<file path="src/shared/sef_regs.svh">
// Register map, field positions, reset values and timing counts
// Assumes inclusion by bare name from the design files
`ifndef SEF_REGS_SVH
`define SEF_REGS_SVH

// Register bank and offsets
`define SEF_BANK_CTL 4'h6
`define SEF_OFF_BUF 8'h10
`define SEF_OFF_CTL1 8'h11
`define SEF_OFF_STAT 8'h12
`define SEF_OFF_IRQ 8'h13
`define SEF_OFF_MASK 8'h14

// Control register layout and reset value
`define SEF_CTL1_RST 8'h00
`define SEF_WRITE_COLLISION_FLAG_BIT 7
`define SEF_OV_BIT 6
`define SEF_EN_BIT 5
`define SEF_CKP_BIT 4

// Mode field codes
`define SEF_MODE_SPI_SS 4'h4
`define SEF_MODE_SPI_NOSS 4'h5
`define SEF_MODE_I2C_S7 4'h6
`define SEF_MODE_I2C_S10 4'h7
`define SEF_MODE_I2C_M 4'h8

// Interrupt status bit positions
`define SEF_IRQ_DONE 0
`define SEF_IRQ_WRITE_COLLISION_FLAG 1
`define SEF_IRQ_OV 2
`define SEF_IRQ_W 3

// Bits per byte
`define SEF_DATA_BITS 4'h8

// Master shift clock half period
`define SEF_CLK_NS 100
`define SEF_SPI_HALF_NS 400
`define SEF_SPI_HALF_CYC \
    ((`SEF_SPI_HALF_NS + `SEF_CLK_NS - 1) / `SEF_CLK_NS)

`endif

</file>
<file path="src/shared/sef_pkg.sv">
// Types shared by the serial error flag block
// Assumes nothing beyond the compile order
package sef_pkg;

    // Phase of the byte shifter
    typedef enum logic [1:0] {
        SEF_IDLE,
        SEF_DATA,
        SEF_TAIL
    } sef_phase_e;

    // State of the top module, apart from its pin synchronisers and flag registers
    typedef struct packed {
        sef_phase_e phase;
        logic [3:0] bitcnt;
        logic [7:0] shreg;
        logic [7:0] rbuf;
        logic rx_full;
        logic tx_full;
        logic en;
        logic clock_polarity_bit;
        logic [3:0] mode;
        logic gen_clk;
        logic [2:0] divcnt;
        logic sclk_d;
        logic sdo;
        logic sda_oe;
        logic [7:0] rdata;
        logic [2:0] mask;
        logic irq;
        logic sck;
        logic sck_oe;
    } sef_state_s;

endpackage

</file>
<file path="src/rtl/sef_sync.sv">
// Two flip-flop synchroniser for pin inputs
// Assumes inputs asynchronous to the core clock
`timescale 1ns/1ns
module sef_sync import sef_pkg::*; #(
    parameter int W = 1
) (
    input wire logic clk_i,
    input wire logic rst_n_i,
    input wire logic en_i,
    input wire logic [W-1:0] d_i,
    output logic [W-1:0] q_o
);
    typedef struct packed {
        logic [W-1:0] meta;
        logic [W-1:0] q;
    } sef_sync_s;

    sef_sync_s s;
    sef_sync_s next_s;

    // Meta stage feeds only the second stage
    always_comb begin
        next_s = s;
        next_s.meta = d_i;
        next_s.q = s.meta;
    end

    // State register
    always_ff @(posedge clk_i or negedge rst_n_i) begin
        if (!rst_n_i) begin
            s <= '0;
        end else if (en_i) begin
            s <= next_s;
        end
    end

    assign q_o = s.q;
endmodule

</file>
<file path="src/rtl/sef_flag.sv">
// Sticky flags written by software and set by hardware
// Assumes set pulses and writes on the same clock
`timescale 1ns/1ns
module sef_flag import sef_pkg::*; #(
    parameter int W = 1
) (
    input wire logic clk_i,
    input wire logic rst_n_i,
    input wire logic en_i,
    input wire logic [W-1:0] set_i,
    input wire logic wr_i,
    input wire logic [W-1:0] wval_i,
    output logic [W-1:0] q_o
);
    typedef struct packed {
        logic [W-1:0] q;
    } sef_flag_s;

    sef_flag_s s;
    sef_flag_s next_s;

    // Hardware set wins over a software write
    always_comb begin
        next_s = s;
        next_s.q = set_i | (wr_i ? wval_i : s.q);
    end

    // State register
    always_ff @(posedge clk_i or negedge rst_n_i) begin
        if (!rst_n_i) begin
            s <= '0;
        end else if (en_i) begin
            s <= next_s;
        end
    end

    assign q_o = s.q;
endmodule

</file>
<file path="src/rtl/sef_top.sv">
// Synchronous serial port byte shifter with error and status flags
// Assumes a core-clock register port and asynchronous link pins
// Operation
// RULE1: In I2C transmit the buffer-full flag reads 1 while data bits shift.
// RULE2: After the eighth I2C data bit the buffer-full flag reads 0.
// RULE3: Control bit 7 is write collision, bit 6 overflow, all RW, reset 0.
// RULE4: The control register sits at offset 11h of bank 6.
// RULE5: I2C master writes to the buffer on a busy bus set collision.
// RULE6: Slave writes to the buffer during a transfer set collision.
// RULE7: An SPI byte arriving on an unread buffer sets overflow, is dropped.
// RULE8: SPI overflow can only set in slave operation.
// RULE9: SPI master operation never sets overflow.
// RULE10: Software reads the buffer after every byte in SPI slave mode.
// RULE11: An I2C byte arriving on an unread buffer sets overflow.
// RULE12: The mode field selects SPI master, SPI slave, I2C slave or master.
// RULE13: Writing 0 clears an error flag; a same-cycle error still sets it.
//
// Our own choice: strobed register access.
`timescale 1ns/1ns
`include "sef_regs.svh"
module sef_top import sef_pkg::*; (
    input wire logic core_clk_i,
    input wire logic rst_n_i,
    input wire logic clk_en_i,
    input wire logic [3:0] bank_i,
    input wire logic [7:0] addr_i,
    input wire logic [7:0] wdata_i,
    input wire logic wr_i,
    input wire logic rd_i,
    output logic [7:0] rdata_o,
    output logic irq_o,
    input wire logic sck_i,
    input wire logic ss_n_i,
    input wire logic sdi_i,
    output logic sck_o,
    output logic sck_oe_o,
    output logic sdo_o,
    input wire logic scl_i,
    input wire logic sda_i,
    output logic sda_o,
    output logic sda_oe_o,
    input wire logic i2c_bus_idle_i,
    input wire logic i2c_tx_i
);
    localparam logic [2:0] HALF_CYC = 3'(`SEF_SPI_HALF_CYC - 1);

    sef_state_s s;
    sef_state_s next_s;
    logic [4:0] pin_s;
    logic sck_s, ss_n_s, sdi_s, scl_s, sda_s;
    logic [1:0] err_q;
    logic [2:0] irq_q;
    logic [2:0] irq_set;
    logic spi_m, spi_s, i2c_s, i2c_m, i2c, act;
    logic sel, wr_buf, rd_buf, wr_ctl, wr_irq;
    logic lvl, lead, trail, din, busy, ss_block;
    logic write_collision_flag_ev, ov_ev, complete, load;
    logic [7:0] dbyte;
    logic [7:0] ctl_val;
    logic bf;
    logic new_lvl, cfg_chg;

    ////////////////////////////////////////////////////////////////////
    // Pin synchronisers and flag storage

    // Link pins pass two flops
    sef_sync #(.W(5)) u_sync (
        .clk_i(core_clk_i),
        .rst_n_i(rst_n_i),
        .en_i(clk_en_i),
        .d_i({sda_i, scl_i, sdi_i, ss_n_i, sck_i}),
        .q_o(pin_s)
    );
    assign {sda_s, scl_s, sdi_s, ss_n_s, sck_s} = pin_s;

    // Collision and overflow flags in the control register
    sef_flag #(.W(2)) u_err (
        .clk_i(core_clk_i),
        .rst_n_i(rst_n_i),
        .en_i(clk_en_i),
        .set_i({write_collision_flag_ev, ov_ev}), // RULE13
        .wr_i(wr_ctl),
        .wval_i(wdata_i[`SEF_WRITE_COLLISION_FLAG_BIT:`SEF_OV_BIT]), // RULE13
        .q_o(err_q)
    );

    // Interrupt status, write one to clear
    assign irq_set = {ov_ev, write_collision_flag_ev, complete};
    sef_flag #(.W(`SEF_IRQ_W)) u_irq (
        .clk_i(core_clk_i),
        .rst_n_i(rst_n_i),
        .en_i(clk_en_i),
        .set_i(irq_set),
        .wr_i(wr_irq),
        .wval_i(irq_q & ~wdata_i[2:0]),
        .q_o(irq_q)
    );

    ////////////////////////////////////////////////////////////////////
    // Decode

    // Mode field decode
    always_comb begin
        spi_m = (s.mode[3:2] == 2'b00); // RULE12
        spi_s = (s.mode == `SEF_MODE_SPI_SS) ||
                (s.mode == `SEF_MODE_SPI_NOSS); // RULE12
        i2c_s = (s.mode == `SEF_MODE_I2C_S7) ||
                (s.mode == `SEF_MODE_I2C_S10); // RULE12
        i2c_m = (s.mode == `SEF_MODE_I2C_M); // RULE12
        i2c = i2c_s | i2c_m;
        act = s.en & (spi_m | spi_s | i2c);
    end

    // Register strobes
    assign sel = (bank_i == `SEF_BANK_CTL);
    assign wr_buf = wr_i & sel & (addr_i == `SEF_OFF_BUF);
    assign rd_buf = rd_i & sel & (addr_i == `SEF_OFF_BUF);
    assign wr_ctl = wr_i & sel & (addr_i == `SEF_OFF_CTL1); // RULE4
    assign wr_irq = wr_i & sel & (addr_i == `SEF_OFF_IRQ);

    // Shift clock level and its edges
    always_comb begin
        if (i2c) begin
            lvl = scl_s;
        end else if (spi_m) begin
            lvl = s.gen_clk;
        end else begin
            lvl = sck_s ^ s.clock_polarity_bit;
        end
        lead = lvl & ~s.sclk_d;
        trail = ~lvl & s.sclk_d;
        din = i2c ? sda_s : sdi_s;
        dbyte = {s.shreg[6:0], din};
        busy = (s.phase != SEF_IDLE);
        ss_block = (s.mode == `SEF_MODE_SPI_SS) & ss_n_s;
    end

    // Clock level under a newly written setup, so no false edge follows
    always_comb begin
        cfg_chg = wr_ctl & (wdata_i[5:0] != {s.en, s.clock_polarity_bit, s.mode});
        if (wdata_i[3:1] == 3'h3 || wdata_i[3:0] == `SEF_MODE_I2C_M) begin
            new_lvl = scl_s;
        end else if (wdata_i[3:2] == 2'h0) begin
            new_lvl = 1'b0;
        end else begin
            new_lvl = sck_s ^ wdata_i[`SEF_CKP_BIT];
        end
    end

    // Events of this cycle
    always_comb begin
        write_collision_flag_ev = wr_buf & act & (busy | (i2c_m & ~i2c_bus_idle_i)); // RULE5
        load = wr_buf & act & ~write_collision_flag_ev; // RULE6
        complete = act & lead & ~ss_block & (s.phase == SEF_DATA) &
                   (s.bitcnt == `SEF_DATA_BITS - 4'h1);
        ov_ev = complete & s.rx_full & // RULE7
                (spi_s | (i2c & ~i2c_tx_i)); // RULE8 RULE11
    end

    // Buffer full as seen by software
    assign bf = (i2c & i2c_tx_i) ? s.tx_full : s.rx_full;
    assign ctl_val = {err_q, s.en, s.clock_polarity_bit, s.mode}; // RULE3

    ////////////////////////////////////////////////////////////////////
    // Next state

    always_comb begin
        next_s = s;
        next_s.sclk_d = lvl;
        // Control and mask writes
        if (wr_ctl) begin
            next_s.en = wdata_i[`SEF_EN_BIT]; // RULE3
            next_s.clock_polarity_bit = wdata_i[`SEF_CKP_BIT];
            next_s.mode = wdata_i[3:0];
        end
        if (wr_i & sel & (addr_i == `SEF_OFF_MASK)) begin
            next_s.mask = wdata_i[2:0];
        end
        // Buffer read frees it; a byte landing in the same cycle still finds it full
        if (rd_buf) begin
            next_s.rx_full = 1'b0;
        end
        // Accepted buffer write starts a byte
        if (load) begin
            next_s.shreg = wdata_i;
            next_s.bitcnt = 4'h0;
            next_s.phase = SEF_DATA;
            next_s.divcnt = 3'h0;
            next_s.sdo = wdata_i[7];
            next_s.tx_full = i2c & i2c_tx_i; // RULE1
            next_s.sda_oe = i2c & i2c_tx_i & ~wdata_i[7];
        end
        // Master shift clock divider
        if (act & spi_m & busy) begin
            if (s.divcnt == HALF_CYC) begin
                next_s.divcnt = 3'h0;
                next_s.gen_clk = ~s.gen_clk;
            end else begin
                next_s.divcnt = s.divcnt + 3'h1;
            end
        end
        // Sample on leading edge
        if (act & lead & ~ss_block & ~load) begin
            unique case (s.phase)
                SEF_IDLE: begin
                    if (!spi_m) begin
                        next_s.shreg = dbyte;
                        next_s.bitcnt = 4'h1;
                        next_s.phase = SEF_DATA;
                    end
                end
                SEF_DATA: begin
                    next_s.shreg = dbyte;
                    next_s.bitcnt = s.bitcnt + 4'h1;
                    if (complete) begin
                        next_s.bitcnt = 4'h0;
                        next_s.phase = spi_s ? SEF_IDLE : SEF_TAIL;
                        next_s.tx_full = 1'b0; // RULE2
                    end
                end
                SEF_TAIL: begin
                    if (i2c) begin
                        next_s.phase = SEF_IDLE;
                    end
                end
            endcase
        end
        // Drive next bit on trailing edge
        if (act & trail & ~ss_block & ~load) begin
            next_s.sdo = s.shreg[7];
            next_s.sda_oe = i2c & i2c_tx_i & ~s.shreg[7] &
                            (s.phase == SEF_DATA);
            if (spi_m & (s.phase == SEF_TAIL)) begin
                next_s.phase = SEF_IDLE;
            end
        end
        // Received byte goes to the buffer unless it is still unread; SPI master overwrites it
        if (complete & ~(i2c & i2c_tx_i)) begin
            if (!s.rx_full || spi_m) begin // RULE7 RULE9
                next_s.rbuf = dbyte;
                next_s.rx_full = 1'b1;
            end
        end
        // Disabled port, deselected slave or new setup drops the byte
        if (!act || ss_block || cfg_chg) begin
            next_s.phase = SEF_IDLE;
            next_s.bitcnt = 4'h0;
            next_s.gen_clk = 1'b0;
            next_s.divcnt = 3'h0;
            next_s.tx_full = 1'b0;
            next_s.sda_oe = 1'b0;
        end
        // Edge detector restarts from the new setup's clock level
        if (cfg_chg) begin
            next_s.sclk_d = new_lvl;
        end
        // Read data stands one cycle
        next_s.rdata = 8'h00;
        if (rd_i & sel) begin
            unique case (addr_i)
                `SEF_OFF_BUF: next_s.rdata = s.rbuf;
                `SEF_OFF_CTL1: next_s.rdata = ctl_val; // RULE4
                `SEF_OFF_STAT: next_s.rdata = {6'h00, busy, bf};
                `SEF_OFF_IRQ: next_s.rdata = {5'h00, irq_q};
                `SEF_OFF_MASK: next_s.rdata = {5'h00, s.mask};
                default: next_s.rdata = 8'h00;
            endcase
        end
        next_s.irq = |(irq_q & s.mask);
        // Clock pin and its enable follow the new state
        next_s.sck = next_s.gen_clk ^ next_s.clock_polarity_bit;
        next_s.sck_oe = next_s.en & (next_s.mode[3:2] == 2'h0);
    end

    // State register
    always_ff @(posedge core_clk_i or negedge rst_n_i) begin
        if (!rst_n_i) begin
            s <= '0;
        end else if (clk_en_i) begin
            s <= next_s;
        end
    end

    ////////////////////////////////////////////////////////////////////
    // Outputs

    assign rdata_o = s.rdata;
    assign irq_o = s.irq;
    assign sck_o = s.sck;
    assign sck_oe_o = s.sck_oe;
    assign sdo_o = s.sdo;
    // Open drain pulls low only
    assign sda_o = 1'b0;
    assign sda_oe_o = s.sda_oe;
endmodule

</file>
<file path="config.mk">
export PLATFORM = sky130hd
export DESIGN_NAME = sef_top
export DESIGN_NICKNAME = d
export VERILOG_FILES = /design/src/shared/sef_pkg.sv /design/src/rtl/sef_sync.sv /design/src/rtl/sef_flag.sv /design/src/rtl/sef_top.sv
export VERILOG_INCLUDE_DIRS = /design/src /design/src/shared
export SDC_FILE = /design/constraint.sdc
export NUM_CORES = 1
export LEC_CHECK = 0
export ABC_AREA = 1
export BUFFER_PORTS_ARGS = -buffer_cell sky130_fd_sc_hd__buf_2
export CAP_MARGIN = 10
export CORE_MARGIN = 2
export CORE_UTILIZATION = 60
export CTS_CLUSTER_DIAMETER = 40
export DETAILED_ROUTE_END_ITERATION = 12
export PLACE_DENSITY_LB_ADDON = 0.1
export SYNTH_ARGS = -nofsm -noshare
export SYNTH_HDL_FRONTEND = slang
export SYNTH_SLANG_ARGS = --single-unit
</file>
<file path="constraint.sdc">
create_clock -name core_clk_i -period 5.8 [get_ports core_clk_i]
set_input_delay 0.58 -clock core_clk_i [delete_from_list [all_inputs] [get_ports core_clk_i]]
set_output_delay 0.58 -clock core_clk_i [all_outputs]
set_load 0.01 [all_outputs]
</file>
-- After elaboration in Yosys (flattened, before gate mapping)
Cells that the tools add are included.
- $add $sub $neg: 2
- multiply operators: 0
- divide/modulo/power cells: 0
- magnitude comparators: 0
- equal/unequal tests: 18
- shift operators: 0
- muxes and demuxes: 39
- bitwise operators: 60
- reduce and logical (&&, ||, !) cells: 23
- operator list (operator ; count):
    $mux W14 ; 3
    $eq A8 B5 Y1 const B ; 5
    $pmux W8 S5 ; 1
    $and A1 B1 Y1 ; 36
    $eq A4 B3 Y1 const B ; 6
    $pmux W12 S2 ; 1
    $mux W6 ; 3
    $mux W1 ; 17
    $mux W2 ; 7
    $not A1 Y1 ; 11
    $reduce_and A2 Y1 ; 5
    $mux W3 ; 3
    $eq A4 B4 Y1 const B ; 2
    $logic_not A2 Y1 ; 4
    $mux W4 ; 2
    $mux W8 ; 1
    $and A3 B3 Y3 ; 2
    $eq A3 B2 Y1 const B ; 2
    $logic_or A1 B1 Y1 ; 6
    $ne A6 B6 Y1 ; 1
    $pmux W2 S3 ; 1
    $reduce_bool A3 Y1 ; 2
    $or A1 B1 Y1 ; 5
    $add A4 B1 Y4 const B ; 1
    11 further kinds ; 15
- register bits after elaboration: 66
- bits in latches: 0
- bits in writable memories: 0
- ROM bits: 0
- output and inout port bits: 14
- logic and storage cells: 166
- memories kept: 0

-- Logic depth before layout (Yosys ltp)
Gate-level depths: netlist of run 1.
- depth after elaboration: 16
- depth in mapped cells: 16
- mapped depth without buffers: 16

-- Cells and area by module
From an unflattened synthesis of run 1, not the netlist that was laid out.
- cells, all modules: 526
- area total of the unflattened synthesis: 3970.1 µm²
- modules (own cells, without submodules) (module ; times used ; cells each ; area each (µm²) ; seq. area each (µm²)):
    sef_top ; 1 ; 457 ; 3367.0 ; 1276.2
    sef_sync ; 1 ; 42 ; 380.4 ; 250.2
    sef_flag (u_irq) ; 1 ; 16 ; 133.9 ; 75.1
    sef_flag (u_err) ; 1 ; 11 ; 88.8 ; 50.0

-- Worst setup path before layout of run 1
OpenSTA, ideal clock, no wires.
- path type: register to register
- from: register s[50] in the netlist's numbering
- to: register s[31] in the netlist's numbering
- setup time: 117 ps
- arrival time: 1825 ps
- data required time: 5683 ps
- slack: 3858 ps
- stages on the path, launching flop included: 11
- path buffers: 1
- period minus slack after synthesis: 1942 ps
- cells stage by stage: dfrtp_1 > inv_1 > ha_1 > inv_1 > nor3_1 > nand3_2 > a21oi_2 > nand3_4 > buf_6 > nand2_1 > o21ai_2
- longest elaborated chain between the ends: 5
- RTL lines (element ; line ; RTL):
    start, declared ; sef_top.sv:47 ; sef_state_s s;
    start signal, assigned ; sef_top.sv:280 ; s <= next_s;
    $eq A2 B1 Y1 ; sef_top.sv:154 ; complete = act & lead & ~ss_block & (s.phase == SEF_DATA) &
    $and A1 B1 Y1 (2 in series) ; sef_top.sv:154 ;
    $and A1 B1 Y1 ; sef_top.sv:238 ; if (complete & ~(i2c & i2c_tx_i)) begin
    $reduce_and A3 Y1 (no source line) ; -- ;
Every way passes these cells.
A chain may end at the register's enable or synchronous reset.

-- Final worst setup path of run 1
- from: register s[50] in the netlist's numbering
- to: register s[33] in the netlist's numbering
The elaborated chain is that of the path after synthesis.

==> out/qor.csv, run 1 <==
stage,metric,value,unit
status,status,"complete, no violations",
die,cell row count,29,
detailed_routing,"antenna viol nets, final",0,
synth,Syn. warnings,0,
layout,most frequent cells in the layout,"nand2_1 (151), dfrtp_1 (66), inv_1 (56), buf_2 (44), nor2_1 (43)",
worst_setup_path,"Max FO, Critical Path",17,
worst_setup_path,CP Depth,9,
synth,"Seq/Total Area, Yosys",0.434,
layout,multi-input combinational cell area,1790,sq um
timing,Worst Skew,0.00617,ns
worst_setup_path,"CP delay by family, top",simple AND/OR/NAND/NOR gates,
synth,Mapped Nets,546,
die,Core Region,6240,sq um
die,Initial Util,0.610,
layout,"commonest non-fill, non-tap cell in the layout",nand2_1,
placed_design,GPL Wtd Cong,0.917,
detailed_routing,iteration count of the initial detailed-routing pass,5,
power,Leak,2.17,nW
grt,gr usage total,0.273,
timing,final setup violation count,0,
detailed_routing,initial drt markers,303,
grt,total congestion overflow,0,
worst_setup_path,CP max stage delay,0.50,ns
clocking,# resized after CTS,0,
worst_hold_path,Hold Path Class,input port to asynchronous set/reset pin,
worst_setup_path,"Buf+Inv Stages, Crit Path",2,
die,die area,7000,sq um
timing,Fmax achieved,387,MHz
detailed_routing,Post-Route WL,9170,um
detailed_routing,Remaining DRCs,0,
clocking,postcts setup bufs,0,
timing,Slew HR,0.451,
grt,pin count of the biggest net entering global routing,67,
run,max-capacitance violation count,0,
power,Worst VDD drop,0.000166,V
timing,post-layout minimum cycle time,2.58,ns
timing,RSZ-0062 raised after global routing,no,
worst_setup_path,Critical Path AT,2.82,ns
die,I/O Pins,46,
worst_setup_path,R2R setup slack,3.22,ns
worst_setup_path,reg2reg path depth,9,
layout,share of cells above drive strength 1,0.169,
synth,"Distinct cells, synth",38,
layout,storage element area,1650,sq um
synth,mapped cell area,3810,sq um
detailed_routing,drt wl/cell,14.6,um
worst_setup_path,critical path startpoint,s[50]$_DFFE_PN0P_,
worst_setup_path,CP endpoint,s[33]$_DFFE_PN0P_,
clocking,Max clock buf depth,2,
synth,Seq cells post-synth,66,
timing,worst slew pin tran,0.823,ns
worst_setup_path,"Req. time, crit path",6.04,ns
timing,final setup TNS,0,ns
power,total power divided by cell area,241,nW/um^2
timing,crit share post-route,0.446,
worst_setup_path,Crit Path Category,flop to flop,
layout,# diodes,0,
layout,Fill cells,549,
layout,Layout Area Growth over Synthesis,10.6,%
worst_setup_path,end of the worst register-to-register path,s[33]$_DFFE_PN0P_,
worst_setup_path,Worst R2R Start,s[50]$_DFFE_PN0P_,
worst_setup_path,crit start category,flop,
worst_setup_path,CP Capture Type,flop,
placed_design,PortBufs,44,
detailed_routing,mean number of vias per cell,5.63,
detailed_routing,via count,3522,
die,Die Ht,83.6,um
clocking,clock latency on the worst-skew pair,0.35,ns
clocking,Max H-tree Level,3,
layout,Util after Layout,0.674,
worst_setup_path,crit-path cells,inv_1 > ha_1 > inv_1 > nor3_1 > nand3_2 > a21oi_2 > nand3_4 > nor2_1 > a21oi_2,
clocking,Sink Count,66,
clocking,# hold bufs at CTS,0,
grt,vias in the first global route,3297,
clocking,CTS buffer count,9,
die,Die Span X,83.6,um
timing,Slew Limit Fails,0,
layout,Total Nets Final,582,
worst_setup_path,Crit-path slowest cell,nor3_1,
placed_design,HPWL after detailed placement,6640,um
clocking,clk root buf,clkbuf_8,
synth,"Avg Cell Area, Syn",7.48,sq um
grt,first-pass GRT wire length,15400,um
clocking,"Clk pin slew, worst setup/hold paths",0.07,ns
clocking,TritonCTS clock tree,done,
grt,initial antenna violation count,0,
timing,final hold violations,0,
synth,Syn Inst Count,509,
layout make-up:
type / instances / area share
sequential: 66 / 0.393
multi-input combinational: 359 / 0.424
clock buffer: 11 / 0.0360
clock inverter: 4 / 0.0122
inverter: 63 / 0.0562
timing repair buffer: 46 / 0.0559
tap: 77 / 0.0229
synthesized netlist by cell type:
| library cell | count | area share |
|---|---|---|
| nor2_4 | 1 | 0.0030 |
| nand3_4 | 1 | 0.0046 |
| inv_1 | 56 | 0.055 |
| o31ai_1 | 3 | 0.0059 |
| nor2_1 | 43 | 0.042 |
| xor2_1 | 1 | 0.0023 |
| nor4_1 | 2 | 0.0033 |
| o22ai_1 | 6 | 0.0099 |
| o211ai_1 | 5 | 0.0099 |
| nor3_2 | 1 | 0.0026 |
| a21oi_2 | 6 | 0.014 |
| conb_1 | 1 | 0.00099 |
| buf_4 | 12 | 0.024 |
| ha_1 | 5 | 0.016 |
| nand4_1 | 7 | 0.012 |
| nand3_1 | 22 | 0.029 |
| a21oi_1 | 7 | 0.0092 |
| nand2_1 | 151 | 0.15 |
| nor3_1 | 6 | 0.0079 |
| buf_2 | 1 | 0.0013 |
| o2bb2ai_1 | 1 | 0.0023 |
| xnor2_1 | 3 | 0.0069 |
| o21ai_0 | 37 | 0.049 |
| clkbuf_1 | 7 | 0.0069 |
| o21ai_2 | 3 | 0.0069 |
| a22o_1 | 7 | 0.016 |
| o21ai_1 | 12 | 0.016 |
| nand4_2 | 1 | 0.0033 |
| nor2_2 | 5 | 0.0082 |
| buf_6 | 1 | 0.0030 |
| nand2_2 | 5 | 0.0082 |
| dfrtp_1 | 66 | 0.43 |
| nand3_2 | 2 | 0.0053 |
| o2111ai_1 | 1 | 0.0023 |
| o21a_1 | 1 | 0.0020 |
| inv_2 | 7 | 0.0069 |
| a31oi_1 | 12 | 0.020 |
| nand3b_1 | 1 | 0.0020 |
layer usage:
layer,up-vias,global-route usage,share of wire
met5,-,0,0
met4,0,0.0938,0.018
met3,19,0.0574,0.053
met2,121,0.444,0.49
met1,1653,0.365,0.44
li1,1729,-,-
per-stage QoR:
| stage | worst slack, ns | instance area, sq um | hold WS, ns | instances | power, W |
|---|---|---|---|---|---|
| 6_report | 3.22 | 4210 | 0.407 | 626 | 0.00101 |
| 5_1_grt | 3.06 | 4210 | 0.443 | 626 | 0.00105 |
| 4_1_cts | 3.29 | 4210 | 0.422 | 626 | 0.00102 |
| 3_5_place_dp | 3.06 | 4010 | 0.458 | 611 | 0.000624 |
| 3_3_place_gp | 3.16 | 4010 | 0.455 | 611 | 0.000622 |
| 2_1_floorplan | 3.86 | 3810 | 0.284 | 509 | 0.000577 |
state kept, by name, summed over array words and instances, names as in the netlist:
| register | flops |
|---|---|
| u_err.q_o | 2 |
| sck_o | 1 |
| irq_o | 1 |
| ctl_val | 6 |
| u_sync.next_s | 5 |
| s | 25 |
| sda_oe_o | 1 |
| dbyte | 7 |
| sdo_o | 1 |
| sck_oe_o | 1 |
| rdata_o | 8 |
| u_irq.q_o | 3 |
| u_sync.q_o | 5 |
power by group:
part           switching, W  total (W)  internal [W]
combinational     0.0000709   0.000110     0.0000393
clock              0.000178   0.000397      0.000219
sequential        0.0000212   0.000506      0.000485
total              0.000270    0.00101      0.000744
cell families after synthesis:
kind of cell,Yosys count,synth area share
DFF,66,0.434
buffers and inverters,84,0.0970
adders and majority gates,5,0.0164
AOI/OAI and AO/OA,101,0.162
other,1,0.000985
and+or+nand+nor,248,0.280
xor gates and xnor gates,4,0.00921
worst reg2reg max path, cell delays in order (launching register included):
cell and delay [ns]:
dfrtp_1 0.41, inv_1 0.09, ha_1 0.33, inv_1 0.14
nor3_1 0.50, nand3_2 0.24, a21oi_2 0.22, nand3_4 0.23
nor2_1 0.27, a21oi_2 0.04
how the worst min path moves through the flow:
| stage | endpoint | slack (ns) | depth (start not counted) |
|---|---|---|---|
| floorplan | ctl_val[0]$_DFFE_PN0P_ | 0.28 | 0 |
| global placement | u_sync.next_s[3]$_DFFE_PN0P_ | 0.45 | 2 |
| detailed placement | u_sync.next_s[0]$_DFFE_PN0P_ | 0.46 | 2 |
| CTS | u_sync.next_s[0]$_DFFE_PN0P_ | 0.42 | 3 |
| global route | u_sync.next_s[4]$_DFFE_PN0P_ | 0.44 | 3 |
| finish | s[33]$_DFFE_PN0P_ | 0.41 | 2 |
No activity file was read; power rests on OpenSTA's default activity.
==> run 2: changes to the inputs <==
--- a/config.mk
+++ b/config.mk
@@ -10,7 +10,7 @@
 export BUFFER_PORTS_ARGS = -buffer_cell sky130_fd_sc_hd__buf_2
 export CAP_MARGIN = 10
 export CORE_MARGIN = 2
-export CORE_UTILIZATION = 60
+export CORE_UTILIZATION = 58
 export CTS_CLUSTER_DIAMETER = 40
 export DETAILED_ROUTE_END_ITERATION = 12
 export PLACE_DENSITY_LB_ADDON = 0.1
==> constraint.sdc (replaced) <==
create_clock -name core_clk_i -period 2.4 [get_ports core_clk_i]
set_input_delay 0.24 -clock core_clk_i [delete_from_list [all_inputs] [get_ports core_clk_i]]
set_output_delay 0.24 -clock core_clk_i [all_outputs]
set_load 0.01 [all_outputs]
==> run 2 against run 1 <==
  * Worst hold slack lost 0.31 ns
  * Power grew 140%
  * Clock power grew 130%
  * Combinational power grew to 2.6 times the previous value
  * Sequential cell count is the same
  * Global-route usage grew 0.87 points
  * Cell area grew 2.5%
  * Maximum frequency grew 18%
  * Critical path type unchanged
  * Non-clock buffer count grew 13
  * Critical path depth grew 4
  * Count of clock-buffer cells in the layout shrank 1
  * Worst setup slack lost 3.0 ns
==> out/qor.csv, run 2 (synthesis results as in run 1) <==
stage,metric,value,unit,change
timing,Slew HR,0.544,,was 0.451
worst_setup_path,CP Capture Type,flop,,unchanged
grt,vias in the first global route,3367,,was 3297
layout,Layout Area Growth over Synthesis,13.3,%,was 10.6%
clocking,CTS buffer count,9,,unchanged
worst_setup_path,end of the worst register-to-register path,s[47]$_DFFE_PN0P_,,was s[33]$_DFFE_PN0P_
worst_hold_path,Hold Path Class,input port to flop,,was input port to asynchronous set/reset pin
worst_setup_path,"Max FO, Critical Path",14,,was 17
worst_setup_path,Crit Path Category,flop to flop,,unchanged
layout,"commonest non-fill, non-tap cell in the layout",nand2_1,,unchanged
die,Core Region,6350,sq um,was 6240 sq um
power,total power divided by cell area,565,nW/um^2,was 241 nW/um^2
grt,total congestion overflow,0,,unchanged
clocking,Sink Count,66,,unchanged
timing,Slew Limit Fails,0,,unchanged
layout,Total Nets Final,595,,was 582
timing,post-layout minimum cycle time,2.19,ns,was 2.58 ns
grt,pin count of the biggest net entering global routing,39,,was 67
die,I/O Pins,46,,unchanged
detailed_routing,mean number of vias per cell,5.53,,was 5.63
layout,share of cells above drive strength 1,0.185,,was 0.169
detailed_routing,Post-Route WL,9630,um,was 9170 um
layout,max FFs per register,25,,unchanged
worst_setup_path,crit start category,flop,,unchanged
worst_hold_path,Worst Hold Depth,3,,
die,Initial Util,0.599,,was 0.610
layout,# diodes,0,,unchanged
timing,crit share post-route,0.914,,was 0.446
timing,Fmax achieved,456,MHz,was 387 MHz
worst_setup_path,reg2reg path depth,13,,was 9
clocking,clk root buf,clkbuf_8,,unchanged
power,Leak,2.22,nW,was 2.17 nW
worst_hold_path,hold_sp,sck_i,,
status,status,"complete, no violations",,unchanged
timing,RSZ-0062 raised after global routing,no,,unchanged
detailed_routing,drt wl/cell,15.1,um,was 14.6 um
clocking,TritonCTS clock tree,done,,unchanged
grt,gr usage total,0.282,,was 0.273
grt,first-pass GRT wire length,16100,um,was 15400 um
timing,final setup violation count,0,,unchanged
placed_design,PortBufs,44,,unchanged
run,max-capacitance violation count,0,,unchanged
detailed_routing,"antenna viol nets, final",0,,unchanged
die,Die Ht,85.0,um,was 83.6 um
detailed_routing,Remaining DRCs,0,,unchanged
timing,final hold violations,0,,unchanged
timing,worst setup margin,0.207,ns,was 3.22 ns
detailed_routing,iteration count of the initial detailed-routing pass,6,,was 5
layout,Util after Layout,0.679,,was 0.674
detailed_routing,initial drt markers,380,,was 303
grt,initial antenna violation count,0,,unchanged
placed_design,pre-CTS WS,0.202,ns,was 3.06 ns
timing,Worst Skew,0.0109,ns,was 0.00617 ns
worst_hold_path,Hold Path Sink,u_sync.next_s[0]$_DFFE_PN0P_,,
clocking,"Clk pin slew, worst setup/hold paths",0.07,ns,about the same
worst_setup_path,R2R setup slack,0.21,ns,was 3.22 ns
power,Worst VDD drop,0.000382,V,was 0.000166 V
clocking,Max H-tree Level,3,,unchanged
clocking,Max clock buf depth,2,,unchanged
timing,final setup TNS,0,ns,unchanged
worst_setup_path,Critical Path AT,2.47,ns,was 2.82 ns
worst_setup_path,Worst R2R Start,ctl_val[3]$_DFFE_PN0P_,,was s[50]$_DFFE_PN0P_
die,cell row count,29,,unchanged
timing,worst slew pin tran,0.684,ns,was 0.823 ns
placed_design,HPWL after detailed placement,7300,um,was 6640 um
timing,WHS,0.100,ns,was 0.407 ns
die,Die Span X,85.0,um,was 83.6 um
layout,Top reg by flops,s,,unchanged
layout,most frequent cells in the layout,"nand2_1 (151), dfrtp_1 (66), inv_1 (56), buf_2 (44), nor2_1 (43)",,unchanged
detailed_routing,via count,3526,,was 3522
power,power consumption,0.00244,W,was 0.00101 W
die,die area,7230,sq um,was 7000 sq um
clocking,clock latency on the worst-skew pair,0.34,ns,was 0.35 ns
worst_setup_path,"Req. time, crit path",2.67,ns,was 6.04 ns
placed_design,GPL Wtd Cong,0.922,,was 0.917
run 2: cell types whose count changed in the layout (fill, tap and decap cells not counted), sizes merged:
cell         change
clkbuf           -1
clkinvlp         +1
buf             +12
dlygate4sd3      +1
clkinv           -1
run 2: through the flow:
stage,cells,area (sq um)
floorplan,509,3810
global placement,622,4100
detailed placement,622,4100
CTS,637,4300
global route,638,4310
finish,638,4310
run 2: final cells by class:
cell class / instances / area [sq um]
tap: 77 / 96.3
sequential: 66 / 1650
multi-input combinational: 359 / 1790
fill: 571 / 2040
inverter: 63 / 236
timing repair buffer: 59 / 348
clock buffer: 10 / 138
clock inverter: 4 / 53.8
run 2: worst max-delay path, cell delays in order (launching register included):
cell     delay, ns
dfrtp_1       0.51
inv_2         0.12
nor2_2        0.11
nand2_2       0.10
nand2_2       0.09
nand2_1       0.08
nor3_2        0.22
nand2_2       0.25
nand4_1       0.23
buf_4         0.17
nand3_1       0.07
nand2_1       0.07
nand2_1       0.04
nand2_1       0.08
run 2: power breakdown:
| part | internal, W | switching, W | total (W) | leakage (nW) |
|---|---|---|---|---|
| clock | 0.000498 | 0.000434 | 0.000932 | 0.0904 |
| combinational | 0.000105 | 0.000178 | 0.000284 | 1.29 |
| sequential | 0.00117 | 0.0000521 | 0.00122 | 0.838 |
| total | 0.00178 | 0.000664 | 0.00244 | 2.22 |
run 2: metal layers:
layer	GRT usage	wire length (um)	vias up
met5	0	0	-
met4	0.0880	140	0
met3	0.0428	668	13
met2	0.460	4480	131
met1	0.389	4340	1635
li1	-	-	1747
run 2: timing repair:
item                                    CTS  global route
hold endpoints to repair                 28             0
buffers inserted                          0             1
endpoints found under the setup margin    0             7
hold buffers                              1             0
resized for setup                         0             1
run 2: how the worst max path moves through the flow:
| stage | startpoint | endpoint | slack [ns] | cells after the start |
|---|---|---|---|---|
| 3_5_place_dp | ctl_val[2]$_DFFE_PN0P_ | dbyte[2]$_DFFE_PN0P_ | 0.20 | 11 |
| 5_1_grt | ctl_val[3]$_DFFE_PN0P_ | s[49]$_DFFE_PN0P_ | 0.02 | 14 |
| 4_1_cts | ctl_val[2]$_DFFE_PN0P_ | dbyte[2]$_DFFE_PN0P_ | 0.19 | 11 |
| 3_3_place_gp | ctl_val[2]$_DFFE_PN0P_ | dbyte[6]$_DFFE_PN0P_ | 0.21 | 11 |
| 2_1_floorplan | s[50]$_DFFE_PN0P_ | s[31]$_DFFE_PN0P_ | 0.46 | 10 |
| 6_report | ctl_val[3]$_DFFE_PN0P_ | s[47]$_DFFE_PN0P_ | 0.21 | 13 |
==> run 3: changes to the inputs <==
--- a/config.mk
+++ b/config.mk
@@ -10,7 +10,7 @@
 export BUFFER_PORTS_ARGS = -buffer_cell sky130_fd_sc_hd__buf_2
 export CAP_MARGIN = 10
 export CORE_MARGIN = 2
-export CORE_UTILIZATION = 58
+export CORE_UTILIZATION = 52
 export CTS_CLUSTER_DIAMETER = 40
 export DETAILED_ROUTE_END_ITERATION = 12
 export PLACE_DENSITY_LB_ADDON = 0.1
==> run 3 against run 2 <==
  * Cell count up 3.8%
  * Critical endpoint is now dbyte[1]$_DFFE_PN0P_
  * Clock skew up 0.0091 ns
  * Cell area up 2.3%
  * Die area up 11%
  * Register-to-register slack worse by 0.06 ns
  * Critical path depth unchanged
  * Maximum frequency down 2.6%
  * Wire length up 0.51%
  * Largest cell class unchanged
==> out/qor.csv, run 3 (synthesis results as in run 1) <==
stage,metric,value,unit,change
status,status,"complete, no violations",,unchanged
layout,most frequent cells in the layout,"nand2_1 (151), dfrtp_1 (66), inv_1 (56), buf_2 (44), nor2_1 (43)",,unchanged
detailed_routing,"antenna viol nets, final",0,,unchanged
timing,Fmax achieved,444,MHz,was 456 MHz
layout,Layout Area Growth over Synthesis,15.9,%,was 13.3%
run,max-capacitance violation count,0,,unchanged
power,total power divided by cell area,635,nW/um^2,was 565 nW/um^2
detailed_routing,Post-Route WL,9670,um,was 9630 um
placed_design,PortBufs,44,,unchanged
worst_setup_path,"CP delay by family, top",simple AND/OR/NAND/NOR gates,,unchanged
timing,Slew HR,0.591,,was 0.544
grt,first-pass GRT wire length,15500,um,was 16100 um
detailed_routing,mean number of vias per cell,5.30,,was 5.53
clocking,Max H-tree Level,3,,unchanged
die,Die Span X,89.6,um,was 85.0 um
clocking,Sink Count,66,,unchanged
worst_setup_path,"Buf+Inv Stages, Crit Path",4,,was 2
layout,share of cells above drive strength 1,0.188,,was 0.185
worst_hold_path,Worst Hold Depth,3,,unchanged
grt,initial antenna violation count,0,,unchanged
timing,final hold violations,0,,unchanged
die,Initial Util,0.530,,was 0.599
timing,Slew Limit Fails,0,,unchanged
power,power consumption,0.00280,W,was 0.00244 W
timing,final setup TNS,0,ns,unchanged
grt,gr usage total,0.257,,was 0.282
die,cell row count,31,,was 29
die,I/O Pins,46,,unchanged
placed_design,HPWL after detailed placement,7130,um,was 7300 um
die,die area,8020,sq um,was 7230 sq um
layout,Util after Layout,0.615,,was 0.679
worst_setup_path,CP max stage delay,0.49,ns,was 0.51 ns
timing,Worst Skew,0.0199,ns,was 0.0109 ns
power,clock power share,0.464,,was 0.382
worst_setup_path,CP Depth,13,,unchanged
detailed_routing,Remaining DRCs,0,,unchanged
worst_hold_path,Hold Path Class,input port to flop,,unchanged
worst_setup_path,Critical Path AT,2.47,ns,about the same
timing,final setup violation count,0,,unchanged
detailed_routing,via count,3509,,was 3526
clocking,clock latency on the worst-skew pair,0.36,ns,was 0.34 ns
die,Core Region,7180,sq um,was 6350 sq um
worst_setup_path,Crit-path slowest cell,dfrtp_1,,unchanged
clocking,TritonCTS clock tree,done,,unchanged
power,Leak,2.26,nW,was 2.22 nW
worst_setup_path,R2R setup slack,0.15,ns,was 0.21 ns
die,Die Ht,89.6,um,was 85.0 um
timing,RSZ-0062 raised after global routing,no,,unchanged
worst_setup_path,"Req. time, crit path",2.62,ns,was 2.67 ns
grt,vias in the first global route,3149,,was 3367
clocking,clk root buf,clkbuf_8,,unchanged
worst_setup_path,Crit Path Category,flop to flop,,unchanged
power,Int Power,0.00210,W,was 0.00178 W
worst_setup_path,reg2reg path depth,13,,unchanged
layout,Total Nets Final,595,,unchanged
worst_setup_path,"Max FO, Critical Path",7,,was 14
placed_design,GPL Wtd Cong,1.00,,was 0.922
clocking,postcts setup bufs,0,,unchanged
layout,"Cell Count, Final, Fillers Out",662,,was 638
clocking,"Clk pin slew, worst setup/hold paths",0.09,ns,was 0.07 ns
power,Comb power frac,0.100,,was 0.116
power,Worst VDD drop,0.000403,V,was 0.000382 V
power,NetSw,0.000699,W,was 0.000664 W
clocking,CTS buffer count,9,,unchanged
grt,total congestion overflow,0,,unchanged
detailed_routing,drt wl/cell,14.6,um,was 15.1 um
timing,post-layout minimum cycle time,2.25,ns,was 2.19 ns
detailed_routing,initial drt markers,211,,was 380
power,Sw Ratio,0.250,,was 0.272
placed_design,placed insts,645,,was 622
layout,max FFs per register,25,,unchanged
layout,Top reg by flops,s,,unchanged
detailed_routing,iteration count of the initial detailed-routing pass,5,,was 6
worst_setup_path,crit-path cells,inv_2 > nor2_2 > nand2_2 > nand2_2 > nand2_1 > inv_2 > nor2_1 > nand2_1 > inv_2 > nand4_1 > buf_4 > nand2_1 > a31oi_1,,was inv_2 > nor2_2 > nand2_2 > nand2_2 > nand2_1 > nor3_2 > nand2_2 > nand4_1 > buf_4 > nand3_1 > nand2_1 > nand2_1 > nand2_1
grt,pin count of the biggest net entering global routing,38,,was 39
worst_setup_path,crit start category,flop,,unchanged
timing,worst slew pin tran,0.614,ns,was 0.684 ns
clocking,Max clock buf depth,2,,unchanged
timing,crit share post-route,0.938,,was 0.914
layout,"commonest non-fill, non-tap cell in the layout",nand2_1,,unchanged
worst_setup_path,CP Capture Type,flop,,unchanged
power,share of power burned in registers,0.436,,was 0.502
layout,# diodes,0,,unchanged
[run 3: cell count changes in the layout (fill, tap and decap cells not counted)]
cell / before / now
buf_12: 1 / 0
buf_4: 13 / 14
bufinv_16: 1 / 4
clkinv_4: 1 / 0
clkinvlp_4: 2 / 1
inv_6: 0 / 1
[run 3: path summary, 6_finish.rpt]
kind	startpoint	endpoint
max	ctl_val[3]$_DFFE_PN0P_	dbyte[1]$_DFFE_PN0P_
min	sck_i	u_sync.next_s[0]$_DFFE_PN0P_
max reg2reg	ctl_val[3]$_DFFE_PN0P_	dbyte[1]$_DFFE_PN0P_
min reg2reg	u_sync.next_s[2]$_DFFE_PN0P_	u_sync.next_s[2]$_DFFE_PN0P_
max in group asynchronous	rst_n_i	u_sync.q_o[2]$_DFFE_PN0P_
min in group asynchronous	rst_n_i	rdata_o[5]$_DFFE_PN0P_
[run 3: timing repair]
| item | CTS | global route |
|---|---|---|
| endpoints found under the hold margin | 25 | 0 |
| resized for setup | 0 | 1 |
| setup endpoints to repair | 0 | 8 |
| hold buffers | 1 | 0 |
[run 3: final cells by class]
cell class                      instances  area [sq um]
Inverter                               63           236
Clock inverter                          6           136
Fill cell                             647          2760
Multi-Input combinational cell        359          1790
Timing Repair Buffer                   59           335
Clock buffer                           10           138
Tap cell                               99           124
Sequential cell                        66          1650
[run 3: worst register-to-register path: stages, from the launching register on]
cell and delay [ns]:
dfrtp_1 0.49, inv_2 0.15, nor2_2 0.05, nand2_2 0.11, nand2_2 0.11, nand2_1 0.12, inv_2 0.04, nor2_1 0.17
nand2_1 0.11, inv_2 0.09, nand4_1 0.27, buf_4 0.28, nand2_1 0.06, a31oi_1 0.07
[run 3: power by group through the flow]
stage	combinational, W	sequential [W]	clock, W
final	0.000279	0.00122	0.00130
after global routing	0.000317	0.00123	0.00136
after CTS	0.000281	0.00122	0.00130
after detailed placement	0.000277	0.00124	0
after global placement	0.000272	0.00124	0
after floorplan	0.000161	0.00123	0
[run 3: metal layers]
layer / share of wire / GRT usage / vias to the layer above
li1: - / - / 1750
met1: 0.46 / 0.357 / 1614
met2: 0.46 / 0.398 / 126
met3: 0.053 / 0.0360 / 19
met4: 0.024 / 0.113 / 0
met5: 0 / 0 / -
[run 3: metrics by stage]
step | hold WS [ns] | setup WS, ns | area, sq um
after floorplan | -0.0556 | 0.458 | 3810
after global placement | 0.281 | 0.242 | 4120
after detailed placement | 0.292 | 0.220 | 4120
after CTS | 0.0873 | 0.214 | 4410
after global routing | 0.110 | 0.0183 | 4410
final | 0.0881 | 0.149 | 4410
